## config.mk

```make
export PLATFORM = sky130hd
export DESIGN_NAME = afrs_seq
export DESIGN_NICKNAME = d
export VERILOG_FILES = /design/src/afrs_pkg.sv /design/src/afrs_sync.sv /design/src/afrs_timer.sv /design/src/afrs_seq.sv
export SDC_FILE = /design/constraint.sdc
export NUM_CORES = 1
export LEC_CHECK = 0
export BUFFER_PORTS_ARGS = -buffer_cell sky130_fd_sc_hd__buf_2
export CAP_MARGIN = 15
export CORE_MARGIN = 2
export CORE_UTILIZATION = 49
export DETAILED_ROUTE_END_ITERATION = 8
export GPL_TIMING_DRIVEN = 0
export HOLD_SLACK_MARGIN = 0.05
export PLACE_DENSITY = 0.73
export SYNTH_ARGS = -nofsm -noshare
export SYNTH_HDL_FRONTEND = slang
export SYNTH_SLANG_ARGS = --single-unit
```

## constraint.sdc

```tcl
create_clock -name mclk -period 2.1 [get_ports mclk]
set_input_delay 0.21 -clock mclk [delete_from_list [all_inputs] [get_ports mclk]]
set_output_delay 0.21 -clock mclk [all_outputs]
set_load 0.02 [all_outputs]
```

## src/afrs_pkg.sv

```systemverilog
// Package for the amplifier fault and restart sequencer.
// Assumes a single 125 MHz clock domain; imported by the sequencer, its checker and the bench.
package afrs_pkg;
  // Clock and timing
  localparam int CLK_MHZ = 125;
  localparam int RESTART_MS = 100;
  localparam longint RESTART_CYC = longint'(RESTART_MS) * 1000 * CLK_MHZ;
  localparam int TMR_W = 24;

  // Register byte offsets
  localparam logic [7:0] OFS_CTRL = 8'h00;
  localparam logic [7:0] OFS_STAT = 8'h04;
  localparam logic [7:0] OFS_IRQ_STAT = 8'h08;
  localparam logic [7:0] OFS_IRQ_MASK = 8'h0C;
  localparam logic [7:0] OFS_FAULTS = 8'h10;

  // Control fields
  localparam int CTRL_SYM_BIT = 0;
  localparam logic [31:0] CTRL_RST = 32'h0000_0000;

  // Fault vector positions
  localparam int FLT_N = 7;
  localparam int F_UV = 0;
  localparam int F_OV = 1;
  localparam int F_UB = 2;
  localparam int F_OT = 3;
  localparam int F_OC = 4;
  localparam int F_WIN = 5;
  localparam int F_EXT = 6;
  // Faults that retry on the 100 ms timer
  localparam logic [FLT_N-1:0] RETRY_MASK = 7'h0F;

  // Interrupt event positions
  localparam int EV_N = 4;
  localparam int EV_SHUT = 0;
  localparam int EV_RESTART = 1;
  localparam int EV_EXTREQ = 2;
  localparam int EV_FOLD = 3;

  typedef enum logic [1:0] {MD_SLEEP, MD_MUTE, MD_OPER, MD_FAULT} afrs_mode_t;
endpackage : afrs_pkg

```

## src/afrs_sync.sv

```systemverilog
// Two-flop synchroniser bank for asynchronous fault and pin inputs.
// Assumes inputs are quasi-static levels from analog comparators or pins.
`timescale 1ns/1ps
module afrs_sync #(
  parameter int W = 8
) (
  input wire logic mclk,
  input wire logic srst,
  input wire logic [W-1:0] asyncIn,
  output logic [W-1:0] syncOut
);
  logic [W-1:0] meta_r;

  // Reset to zero: all inputs here are active-high requests
  always_ff @(posedge mclk) begin
    if (srst) begin
      meta_r <= '0;
      syncOut <= '0;
    end else begin
      meta_r <= asyncIn;
      syncOut <= meta_r;
    end
  end
endmodule : afrs_sync

```

## src/afrs_timer.sv

```systemverilog
// Restart delay timer for the fault sequencer.
// Assumes load pulses come from the same clock domain.
`timescale 1ns/1ps
module afrs_timer #(
  parameter int W = 24,
  parameter logic [W-1:0] LOAD_VAL = '1
) (
  input wire logic mclk,
  input wire logic srst,
  input wire logic load,
  input wire logic run,
  output logic expired
);
  logic [W-1:0] cnt_r;

  // Reload wins over counting so a repeated fault restarts the wait
  always_ff @(posedge mclk) begin
    if (srst) begin
      cnt_r <= '0;
    end else if (load) begin
      cnt_r <= LOAD_VAL;
    end else if (run && cnt_r != '0) begin
      cnt_r <= cnt_r - W'(1);
    end
  end

  assign expired = run && !load && (cnt_r == '0);
endmodule : afrs_timer

```

## src/afrs_seq.sv

```systemverilog
// Fault management and restart sequencer for a class-D amplifier.
// Assumes one 125 MHz clock, synchronous reset, comparator levels from
// the analog side, and an AHB-Lite master as the only bus master.
//
// Local design decisions: the register offsets and the AHB-Lite register port.
`timescale 1ns/1ps
module afrs_seq
  import afrs_pkg::*;
#(
  parameter logic [TMR_W-1:0] RESTART_CYCLES = TMR_W'(RESTART_CYC - 1)
) (
  input wire logic mclk,
  input wire logic srst,
  // AHB-Lite slave
  input wire logic hsel,
  input wire logic [7:0] haddr,
  input wire logic [1:0] htrans,
  input wire logic hwrite,
  input wire logic [2:0] hsize,
  input wire logic [31:0] hwdata,
  input wire logic hready,
  output logic [31:0] hrdata,
  output logic hreadyout,
  output logic hresp,
  // Mode pins
  input wire logic powerOnRequest,
  input wire logic unmuteRequest,
  // Open-drain fault indicator pin
  input wire logic faultIndicatorPinIn,
  output logic faultIndicatorPinOut,
  output logic faultIndicatorPinOe,
  // Comparator indications
  input wire logic undervoltageFault,
  input wire logic overvoltageFault,
  input wire logic unbalanceWindowOut,
  input wire logic unbalanceRelease,
  input wire logic overtempFault,
  input wire logic overcurrentLoadShort,
  input wire logic overcurrentRailShort,
  input wire logic outputWindowFault,
  input wire logic thermalGainFoldback,
  input wire logic refChargedIn,
  // Power stage controls
  output logic powerStageEn,
  output logic idleSwitching,
  output logic inputStageEn,
  output logic halfSupplyBufEn,
  output logic [1:0] modeOut,
  output logic irq
);
  localparam int NS = 13;
  logic [NS-1:0] rawIn;
  logic [NS-1:0] syncIn;
  logic sUv, sOv, sUbWin, sUbRel, sOt, sOcLoad, sOcRail, sWin, sFold, sCharged;
  logic sPwr, sUnmute, sPinLow;

  // Every outside level passes two flops first
  assign rawIn = {undervoltageFault, overvoltageFault, unbalanceWindowOut,
                  unbalanceRelease, overtempFault, overcurrentLoadShort,
                  overcurrentRailShort, outputWindowFault, thermalGainFoldback,
                  refChargedIn, powerOnRequest, unmuteRequest, !faultIndicatorPinIn};
  afrs_sync #(.W(NS)) uSync (
    .mclk(mclk),
    .srst(srst),
    .asyncIn(rawIn),
    .syncOut(syncIn)
  );
  assign {sUv, sOv, sUbWin, sUbRel, sOt, sOcLoad, sOcRail, sWin, sFold,
          sCharged, sPwr, sUnmute, sPinLow} = syncIn;

  // Register bank
  logic [31:0] ctrl_r;
  logic [EV_N-1:0] irqStat_r, irqMask_r, evSet;
  logic symSupply;
  assign symSupply = ctrl_r[CTRL_SYM_BIT];

  // Unbalance latch: set by window, cleared by release level when symmetrical
  logic ubLatch_r;
  always_ff @(posedge mclk) begin
    if (srst) begin
      ubLatch_r <= 1'b0;
    end else if (sUbWin) begin
      ubLatch_r <= 1'b1;
    end else if (!symSupply || sUbRel) begin
      ubLatch_r <= 1'b0;
    end
  end

  // Active fault vector
  logic [FLT_N-1:0] faults;
  logic sPinExt;
  assign faults[F_UV] = sUv;
  assign faults[F_OV] = sOv;
  assign faults[F_UB] = ubLatch_r;
  assign faults[F_OT] = sOt;
  assign faults[F_OC] = sOcRail;
  assign faults[F_WIN] = sWin;
  assign faults[F_EXT] = sPinExt;

  // Sequencer
  typedef enum logic [2:0] {ST_SLEEP, ST_CHARGE, ST_CHECK, ST_RUN, ST_SHUT, ST_WAIT}
    afrs_state_t;
  afrs_state_t state_r;
  logic [FLT_N-1:0] cause_r;
  logic loadShort_r;
  logic anyFault, tmrLoad, tmrRun, tmrDone;
  assign anyFault = (|faults) || sOcLoad;

  // Wait policy: retry faults and load short use the timer, others wait for removal
  logic retryCause, retryFaultNow;
  assign retryCause = (|(cause_r & RETRY_MASK)) || loadShort_r;
  // Load short reloads too, so a persisting short keeps the stage off
  assign retryFaultNow = (|(faults & RETRY_MASK)) || sOcLoad;

  // Reload timer on entry and whenever a retry fault is still present
  assign tmrLoad = (state_r == ST_SHUT) || (state_r == ST_WAIT && retryFaultNow);
  assign tmrRun = (state_r == ST_WAIT);

  afrs_timer #(.W(TMR_W), .LOAD_VAL(RESTART_CYCLES)) uTmr (
    .mclk(mclk),
    .srst(srst),
    .load(tmrLoad),
    .run(tmrRun),
    .expired(tmrDone)
  );

  // Non-retry faults must also be gone before leaving the wait
  logic waitDone;
  always_comb begin
    if (retryCause) begin
      waitDone = tmrDone && !(|faults);
    end else begin
      waitDone = !(|faults);
    end
  end

  always_ff @(posedge mclk) begin
    if (srst) begin
      state_r <= ST_SLEEP;
      cause_r <= '0;
      loadShort_r <= 1'b0;
    end else begin
      case (state_r)
        ST_SLEEP: begin
          if (sPwr) begin
            state_r <= ST_CHARGE;
          end
        end
        ST_CHARGE: begin
          if (!sPwr) begin
            state_r <= ST_SLEEP;
          end else if (sCharged) begin
            state_r <= ST_CHECK;
          end
        end
        ST_CHECK: begin
          if (!sPwr) begin
            state_r <= ST_SLEEP;
          end else if (anyFault) begin
            state_r <= ST_SHUT;
            cause_r <= faults;
            loadShort_r <= sOcLoad;
          end else begin
            state_r <= ST_RUN;
          end
        end
        ST_RUN: begin
          if (!sPwr) begin
            state_r <= ST_SLEEP;
          end else if (anyFault) begin
            state_r <= ST_SHUT;
            cause_r <= faults;
            loadShort_r <= sOcLoad;
          end
        end
        ST_SHUT: begin
          state_r <= ST_WAIT;
        end
        ST_WAIT: begin
          if (!sPwr) begin
            state_r <= ST_SLEEP;
          end else if (waitDone) begin
            state_r <= ST_CHECK; // restart re-runs the output check
          end
        end
        default: begin
          state_r <= ST_SLEEP;
        end
      endcase
    end
  end

  // Pin output: protections other than foldback pull it low
  logic protActive, pinDrive_r;
  assign protActive = (state_r == ST_SHUT) || (state_r == ST_WAIT) || anyFault;
  always_ff @(posedge mclk) begin
    if (srst) begin
      pinDrive_r <= 1'b0;
    end else begin
      pinDrive_r <= protActive && sPwr;
    end
  end
  assign faultIndicatorPinOut = 1'b0;
  assign faultIndicatorPinOe = !pinDrive_r;

  // Own low drive is masked so a self-pulled pin does not latch the fault
  logic pinDriveD1_r, pinDriveD2_r;
  always_ff @(posedge mclk) begin
    if (srst) begin
      pinDriveD1_r <= 1'b0;
      pinDriveD2_r <= 1'b0;
    end else begin
      pinDriveD1_r <= pinDrive_r;
      pinDriveD2_r <= pinDriveD1_r;
    end
  end
  assign sPinExt = sPinLow && !pinDrive_r && !pinDriveD1_r && !pinDriveD2_r;

  // Mode decode from pins and sequencer
  afrs_mode_t mode;
  always_comb begin
    if (!sPwr) begin
      mode = MD_SLEEP;
    end else if (sPinLow || state_r == ST_SHUT || state_r == ST_WAIT) begin
      mode = MD_FAULT;
    end else if (sUnmute) begin
      mode = MD_OPER;
    end else begin
      mode = MD_MUTE;
    end
  end

  // Output controls, registered
  logic running;
  assign running = (state_r == ST_RUN) && !anyFault;
  always_ff @(posedge mclk) begin
    if (srst) begin
      powerStageEn <= 1'b0;
      idleSwitching <= 1'b0;
      inputStageEn <= 1'b0;
      halfSupplyBufEn <= 1'b0;
      modeOut <= 2'(MD_SLEEP);
    end else begin
      powerStageEn <= running && (mode != MD_FAULT);
      idleSwitching <= running && mode == MD_MUTE;
      inputStageEn <= running && mode == MD_OPER;
      halfSupplyBufEn <= sPwr && !symSupply;
      modeOut <= 2'(mode);
    end
  end

  // Interrupt events
  logic fold_r;
  always_ff @(posedge mclk) begin
    if (srst) begin
      fold_r <= 1'b0;
    end else begin
      fold_r <= sFold;
    end
  end
  always_comb begin
    evSet = '0;
    evSet[EV_SHUT] = (state_r == ST_SHUT);
    evSet[EV_RESTART] = (state_r == ST_WAIT) && waitDone && sPwr;
    evSet[EV_EXTREQ] = sPinExt;
    evSet[EV_FOLD] = sFold && !fold_r;
  end

  // AHB-Lite: zero wait states, always OKAY
  logic aValid, aWrite_r, aPend_r;
  logic [7:0] aAddr_r;
  assign aValid = hsel && htrans[1] && hready;
  always_ff @(posedge mclk) begin
    if (srst) begin
      aPend_r <= 1'b0;
      aWrite_r <= 1'b0;
      aAddr_r <= '0;
    end else begin
      aPend_r <= aValid;
      aWrite_r <= hwrite;
      aAddr_r <= haddr;
    end
  end
  logic wrEn;
  assign wrEn = aPend_r && aWrite_r;
  assign hreadyout = 1'b1;
  assign hresp = 1'b0;

  // Writable registers; set wins over write-one-to-clear
  always_ff @(posedge mclk) begin
    if (srst) begin
      ctrl_r <= CTRL_RST;
      irqMask_r <= '0;
      irqStat_r <= '0;
    end else begin
      if (wrEn && aAddr_r == OFS_CTRL) begin
        ctrl_r <= hwdata;
      end
      if (wrEn && aAddr_r == OFS_IRQ_MASK) begin
        irqMask_r <= hwdata[EV_N-1:0];
      end
      if (wrEn && aAddr_r == OFS_IRQ_STAT) begin
        irqStat_r <= (irqStat_r & ~hwdata[EV_N-1:0]) | evSet;
      end else begin
        irqStat_r <= irqStat_r | evSet;
      end
    end
  end

  // Read mux; unmapped reads zero
  always_comb begin
    hrdata = '0;
    if (aPend_r && !aWrite_r) begin
      case (aAddr_r)
        OFS_CTRL: hrdata = ctrl_r;
        OFS_STAT: hrdata = {24'h000000, 1'b0, 3'(state_r), 2'(mode), pinDrive_r, sFold};
        OFS_IRQ_STAT: hrdata = {28'h0000000, irqStat_r};
        OFS_IRQ_MASK: hrdata = {28'h0000000, irqMask_r};
        OFS_FAULTS: hrdata = {24'h000000, sOcLoad, faults};
        default: hrdata = '0;
      endcase
    end
  end

  assign irq = |(irqStat_r & irqMask_r);
endmodule : afrs_seq

```

==> results of run 1 <==
==> power groups by stage <==
stage / sequential (mW) / combinational [mW] / clock, mW
after floorplan: 2.42 / 0.403 / 0
after global placement: 2.44 / 0.549 / 0
after detailed placement: 2.44 / 0.565 / 0
after CTS: 2.40 / 0.691 / 3.04
after global routing: 2.41 / 0.852 / 3.13
final: 2.41 / 0.795 / 2.99
==> area by class of cell <==
class	count	area, um2	area share (%)
well taps	133	166	2.21
multi-input cells	403	2700	35.8
flip-flops and latches	119	2390	31.8
inverters	8	30.0	0.399
repair buffers	173	1410	18.8
clock inverters	15	200	2.66
clock buffers	17	414	5.50
plain buffers	33	218	2.89
==> worst paths after layout <==
| check | end | from | depth (start not counted) | slack, ns |
|---|---|---|---|---|
| worst min register to register | uSync.syncOut[4] | uSync.meta_r[4] | 1 | 0.43 |
| worst min-delay path | halfSupplyBufEn | srst | 4 | 0.26 |
| worst max register to register | irqMask_r[3] | aAddr_r[3] | 5 | -0.09 |
| worst max-delay path | hrdata[2] | aAddr_r[0] | 7 | -0.69 |
==> critical path, cell delays in order, from the launching register on <==
cell and delay (ns):
dfxtp_1 0.29, or4_4 0.55, or2_4 0.28, nor4b_4 0.24
buf_4 0.19, a32oi_1 0.13, a21oi_2 0.21, buf_4 0.16
==> state kept, by name, indices dropped and copies added, names as in the netlist, 2 cells and up <==
| register | flops |
|---|---|
| ctrl_r | 32 |
| uTmr.cnt_r | 24 |
| uSync.meta_r | 13 |
| uSync.syncOut | 13 |
| aAddr_r | 8 |
| cause_r | 4 |
| irqMask_r | 4 |
| irqStat_r | 4 |
| state_r | 3 |
| modeOut | 2 |
==> through the flow <==
stage	util [%]	power (mW)	worst slack [ns]	cell area, um2
4_1_cts	74.3	6.12	-0.693	7330
6_report	76.4	6.20	-0.686	7530
5_1_grt	76.4	6.39	-0.759	7530
2_1_floorplan	-	2.83	-0.144	5060
3_3_place_gp	58.0	2.99	-0.447	5720
3_5_place_dp	58.0	3.01	-0.420	5720
==> cells in the mapped netlist, types with 6 or more instances <==
master    instances
xor2_1           15
and2_1           25
nor2_1           39
clkbuf_1         29
inv_1             8
or4_1             8
a21oi_1          59
nand4_1          10
nand3_1           7
o211ai_1          6
a22oi_1          12
dfxtp_1         119
nor2b_1          41
buf_2             7
nor4_1            7
mux2i_1          10
nand2_1          75
nor3_1           10
==> cell usage in the layout, fill, tap and decap left out, drive strengths merged, types with 5 or more instances in the layout <==
cell type,instances
a21oi,59
nand4,10
inv,11
a22oi,12
and3,5
dfxtp,119
nand3,7
nor2,39
mux2i,10
nor4,8
or4,9
or3,5
o211ai,6
dlygate4sd3,56
buf,130
and2,25
clkbuf,37
nand2,75
nor2b,41
xor2,15
nor3,12
o21ai,7
==> cell families (layout without fill, tap and decap cells) <==
| logic type | after synthesis | count (layout) | share of synthesized area [%] |
|---|---|---|---|
| compound gates | 105 | 105 | 12.7 |
| xor+xnor | 17 | 17 | 2.96 |
| fa+ha+maj | 2 | 2 | 0.498 |
| buf+inv | 48 | 246 | 4.13 |
| flops | 119 | 119 | 47.4 |
| mux | 13 | 13 | 2.66 |
| other cells | 2 | 3 | 0.149 |
| simple gates | 263 | 263 | 29.5 |
==> repair_timing <==
item                                    CTS  global route
hold buffers                             56             0
buffers inserted                          7            10
hold endpoints to repair                 63             0
resized for setup                       121            41
cloned                                    2             0
endpoints found under the setup margin   97            96
pin swaps                                31            12
==> layer usage <==
metal | track usage [%] | share of wire, % | vias up
li1 | - | - | 2344
met1 | 29.6 | 40 | 2264
met2 | 44.3 | 50 | 240
met3 | 6.00 | 6.9 | 33
met4 | 10.2 | 2.5 | 0
met5 | 0 | 0 | -
==> impl_results.md, run 1 <==
* Status: complete, but fails checks
* Failing checks: setup timing
* Gate Count Post-Synth at about 570
* Worst EP required at 1.89 ns
* Crit path arrival time at 2.58 ns
* Startpoint Class: register
* Gr ovfl total at 0
* Slew margin rel. at 57.0%
* Final Critical Period at between 2 and 3 ns
* Hold Crit Class: in -> reg
* Seq cells post-synth at around 120
* CTS max path bufs at 2
* Routed Antenna Nets at 0
* Crit Path Class: reg -> out
* Synthesized area per cell at between 8 and 9 um2
* Reg power frac at 38.8%
* I/O Pins at roughly 110
* PortBufs at 98
* Clock Sinks at 119
* Non-filler cells, final at ~900
* Psw at roughly 1.6 mW
* Ys async rst share at 0%
* Primary FF master, synth: dfxtp_1
* Netlist cell types at 60
* Starting Density at around half
* Critical Path End Type: output pin
* Final setup viols at 56
* Initial antenna violation count at 0
* Largest net degree at the start of global routing at 17
* Clk_lat worst skew at ~0.53 ns
* Unrepaired setup endpoints after global routing: true
* Die area at approximately 11000 um2
* Global-route wire length before repair at roughly 22000 um
* # diodes at 0
* Cell-internal power at 4.65 mW
* Clock share of power at 48.3%
* Power per cell area at a little over 800 nW/um2
* Worst vdd ir at between 0.5 and 0.6 mV
* Final Skew at about 0.012 ns
* DR vias/cell at roughly 5.4
* Clk root buf: clkbuf_8
* Post-synth top area cell: dfxtp_1
* Slew @ Worst Pin at ~0.64 ns
* Worst setup margin at -0.686 ns
* Routed WL at roughly 15000 um
* Max-slew violations at 0
* Gr usage total at about a quarter
* Static Leak at 2.97 nW
* Crit share post-route at 133%
* Post-synthesis cell area at just over 5000 um2
* Clk pin slew, worst setup/hold paths at approximately 0.060 ns
* Vias in the first global route at 4548
* Switching share of power at between 20% and 30%
* Core Region at between 9000 and 10000 um2
* Via count at slightly below 5000
* Max Cap Viol at 0
* Final Hold Violating Endpoints at 0
* Starting DRT DRC Count at roughly 270
* Syn. warnings at 0
* WL/cell at 16.3 um
* Pre-antenna DRT Iters at 6
* Area growth syn-to-layout at 49.8%
* Final layout net count at 820
* Hpwl dp at approximately 8600 um
* Area contributors post-synth: dfxtp_1 (47%), a21oi_1 (5.9%), nand2_1 (5.6%), nor2b_1 (5.1%), and2_1 (3.1%)
* Register area share after synthesis at between 40 and 50%
* Chip width at ~110 um
* Num CTS Buffers at 17
* Rows at 36
* H-Tree Depth at 4
* TNS Setup at -20.53 ns
* Share of total power in combinational logic at between 10% and 20%
* CTS tree: built
* Max Freq at approximately 360 MHz
* DRC viols at 0
* Hold_ws at 0.259 ns
* CP max FO at 4
* Number of flops mapped to enable cells by yosys at 0
* Chip Height at approximately 110 um
* Placed insts at approximately 800
* Post-synth top area share at about 47%
* Placer Congestion at approximately 0.89
* # fillers at around 600
* Share of layout cells above drive strength 1 at a little under a third
Note: power is estimated with default switching activity, not from simulation.
==> inputs of run 2 (changes only) <==
- CTS_CLUSTER_SIZE: default -> 12
- SETUP_SLACK_MARGIN: default -> 0.2
==> run 2 against run 1 <==
Against the previous run:
- the flow still finishes with violations (setup timing)
- critical endpoint is now hrdata[12]
- die area is the same
- clock power shrank 10%
- largest cell class unchanged
- worst hold slack gained 0.039 ns
- sequential cell count is the same
- final area grew 3.8%
- critical path depth is the same
- clock skew is essentially flat
- via count grew 6.1%
- combinational power grew 18%
==> impl_results.md, run 2 (synthesis gave the netlist of run 1 again) <==
* Util after Layout at about four fifths
* Via count at ~5200
* Routed WL at around 16000 um
* Final layout net count at between 800 and 900
* Clk pin slew, worst setup/hold paths at ~0.06 ns
* Worst EP required at approximately 1.9 ns
* Pre-antenna DRT Iters at 6
* Global-route wire length before repair at roughly 24000 um
* Die area at about 11000 um2
* Clk_lat worst skew at between 0.5 and 0.6 ns
* Unrepaired setup endpoints after global routing: true
* Crit Path Class: reg -> out
* CTS max path bufs at 2
* Most common cell after layout, fill and taps aside: dfxtp_1
* Static Leak at 3.09 nW
* # diodes at 0
* Critical Path End Type: output pin
* Rows at 36
* Area growth syn-to-layout at 55.5%
* Status: complete, but fails checks
* CTS tree: built
* # fillers at about 560
* Final Hold Violating Endpoints at 0
* Largest net degree at the start of global routing at 17
* Vias in the first global route at approximately 5000
* Most frequent CP cell: buf_4
* Crit path arrival time at 2.56 ns
* Power per cell area at roughly 770 nW/um2
* Cell family with most CP delay: simple AND/OR/NAND/NOR gates
* Clk root buf: clkbuf_8
* Gr usage total at 27.2%
* Gr ovfl total at 0
* H-Tree Depth at 4
* Chip Height at approximately 110 um
* Core Region at ~9900 um2
* Worst setup margin at -0.673 ns
* Worst slack at placement at -0.331 ns
* Num CTS Buffers at 17
* Worst vdd ir at just over 0.5 mV
* Final Skew at approximately 0.012 ns
* Max Cap Viol at 0
* Max FFs per register at 32
* Final setup viols at 66
* Placer Congestion at 0.906
* TNS Setup at -24.88 ns
* Slew @ Worst Pin at 0.658 ns
* Initial antenna violation count at 0
* Crit-path cells: or4_4 > buf_4 > nor4b_4 > and3b_2 > clkbuf_16 > and2_4 > buf_4
* DRC viols at 0
* Slew margin rel. at between 50% and 60%
* Share of layout cells above drive strength 1 at a little under two fifths
* Failing checks: setup timing
* Crit path max-delay cell type: or4_4
* Chip width at between 100 and 150 um
* Crit share post-route at 132%
* Clock Sinks at 119
* Starting DRT DRC Count at around 470
* Biggest regs: ctrl_r: 32 flops, uTmr.cnt_r: 24 flops
* Max Freq at approximately 360 MHz
* Commonest non-fill, non-tap cells in the layout: dfxtp_1 (109), nand2_1 (75), buf_2 (68), dlygate4sd3_1 (56), buf_4 (42)
* WL/cell at 17.7 um
* Hold Crit Class: in -> reg
* Crit path largest cell delay at around 0.54 ns
* Most flops, register: ctrl_r
* Hold_ws at between 0.2 and 0.3 ns
* Final Critical Period at approximately 2.8 ns
* Hpwl dp at about 9000 um
* PortBufs at 98
* Crit path buf inv count at 3
* Starting Density at about 51%
* CP max FO at 5
* DR vias/cell at ~5.6
* I/O Pins at between 100 and 150
* Startpoint Class: register
* Routed Antenna Nets at 0
* Max-slew violations at 0
run 2: cell types whose count changed in the layout (fill, tap and decap cells not counted), moves of 3 or more:
cell / delta
a21oi_1: -15
dfxtp_2: +8
buf_8: +4
buf_4: +16
o21ai_0: -3
buf_6: -5
clkinv_4: +3
bufinv_16: -3
dfxtp_1: -6
a21oi_2: +15
run 2: final timing paths:
check	startpoint	endpoint	slack (ns)	depth (start not counted)
setup / recovery	aAddr_r[6]	hrdata[12]	-0.67	7
hold / removal	srst	halfSupplyBufEn	0.30	4
hold reg to reg	uSync.meta_r[7]	uSync.syncOut[7]	0.44	1
setup reg to reg	aAddr_r[6]	ctrl_r[21]	-0.27	11
run 2: tightest hold or removal path, stage by stage:
cell and delay [ns]:
buf_2 0.10, nand2b_1 0.13, clkbuf_1 0.20, nor2_1 0.12
run 2: layout make-up:
| cell class | count | area, um2 | share of cell area [%] |
|---|---|---|---|
| plain buffers | 40 | 310 | 3.97 |
| clock buffers | 20 | 435 | 5.57 |
| clock inverters | 12 | 119 | 1.52 |
| inverters | 8 | 30.0 | 0.384 |
| multi-input cells | 403 | 2840 | 36.3 |
| flip-flops and latches | 119 | 2400 | 30.7 |
| well taps | 133 | 166 | 2.13 |
| repair buffers | 187 | 1520 | 19.5 |
run 2: through the flow:
stage	power, mW	area (um2)	cells
floorplan	2.86	5200	570
global placement	3.03	5860	801
detailed placement	3.04	5860	801
CTS	5.94	7550	914
global route	6.24	7820	922
finish	6.04	7820	922
run 2: power breakdown:
part	total, mW	internal, mW	switching (mW)
Clock	2.69	1.61	1.08
Sequential	2.41	2.33	0.0777
Combinational	0.938	0.460	0.478
run 2: timing repair:
action | 4_1_cts | 5_1_grt
resized for setup | 108 | 53
hold buffers | 56 | 0
pin swaps | 50 | 29
setup buffers | 20 | 7
endpoints found under the hold margin | 62 | 0
cloned | 5 | 1
endpoints found under the setup margin | 104 | 101
run 2: routing by layer:
metal	vias up	track usage, %	wire, um
met3	56	6.68	1170
met4	0	12.0	551
met1	2479	32.2	6440
met2	266	46.5	8140
li1	2377	-	-
met5	-	0	0
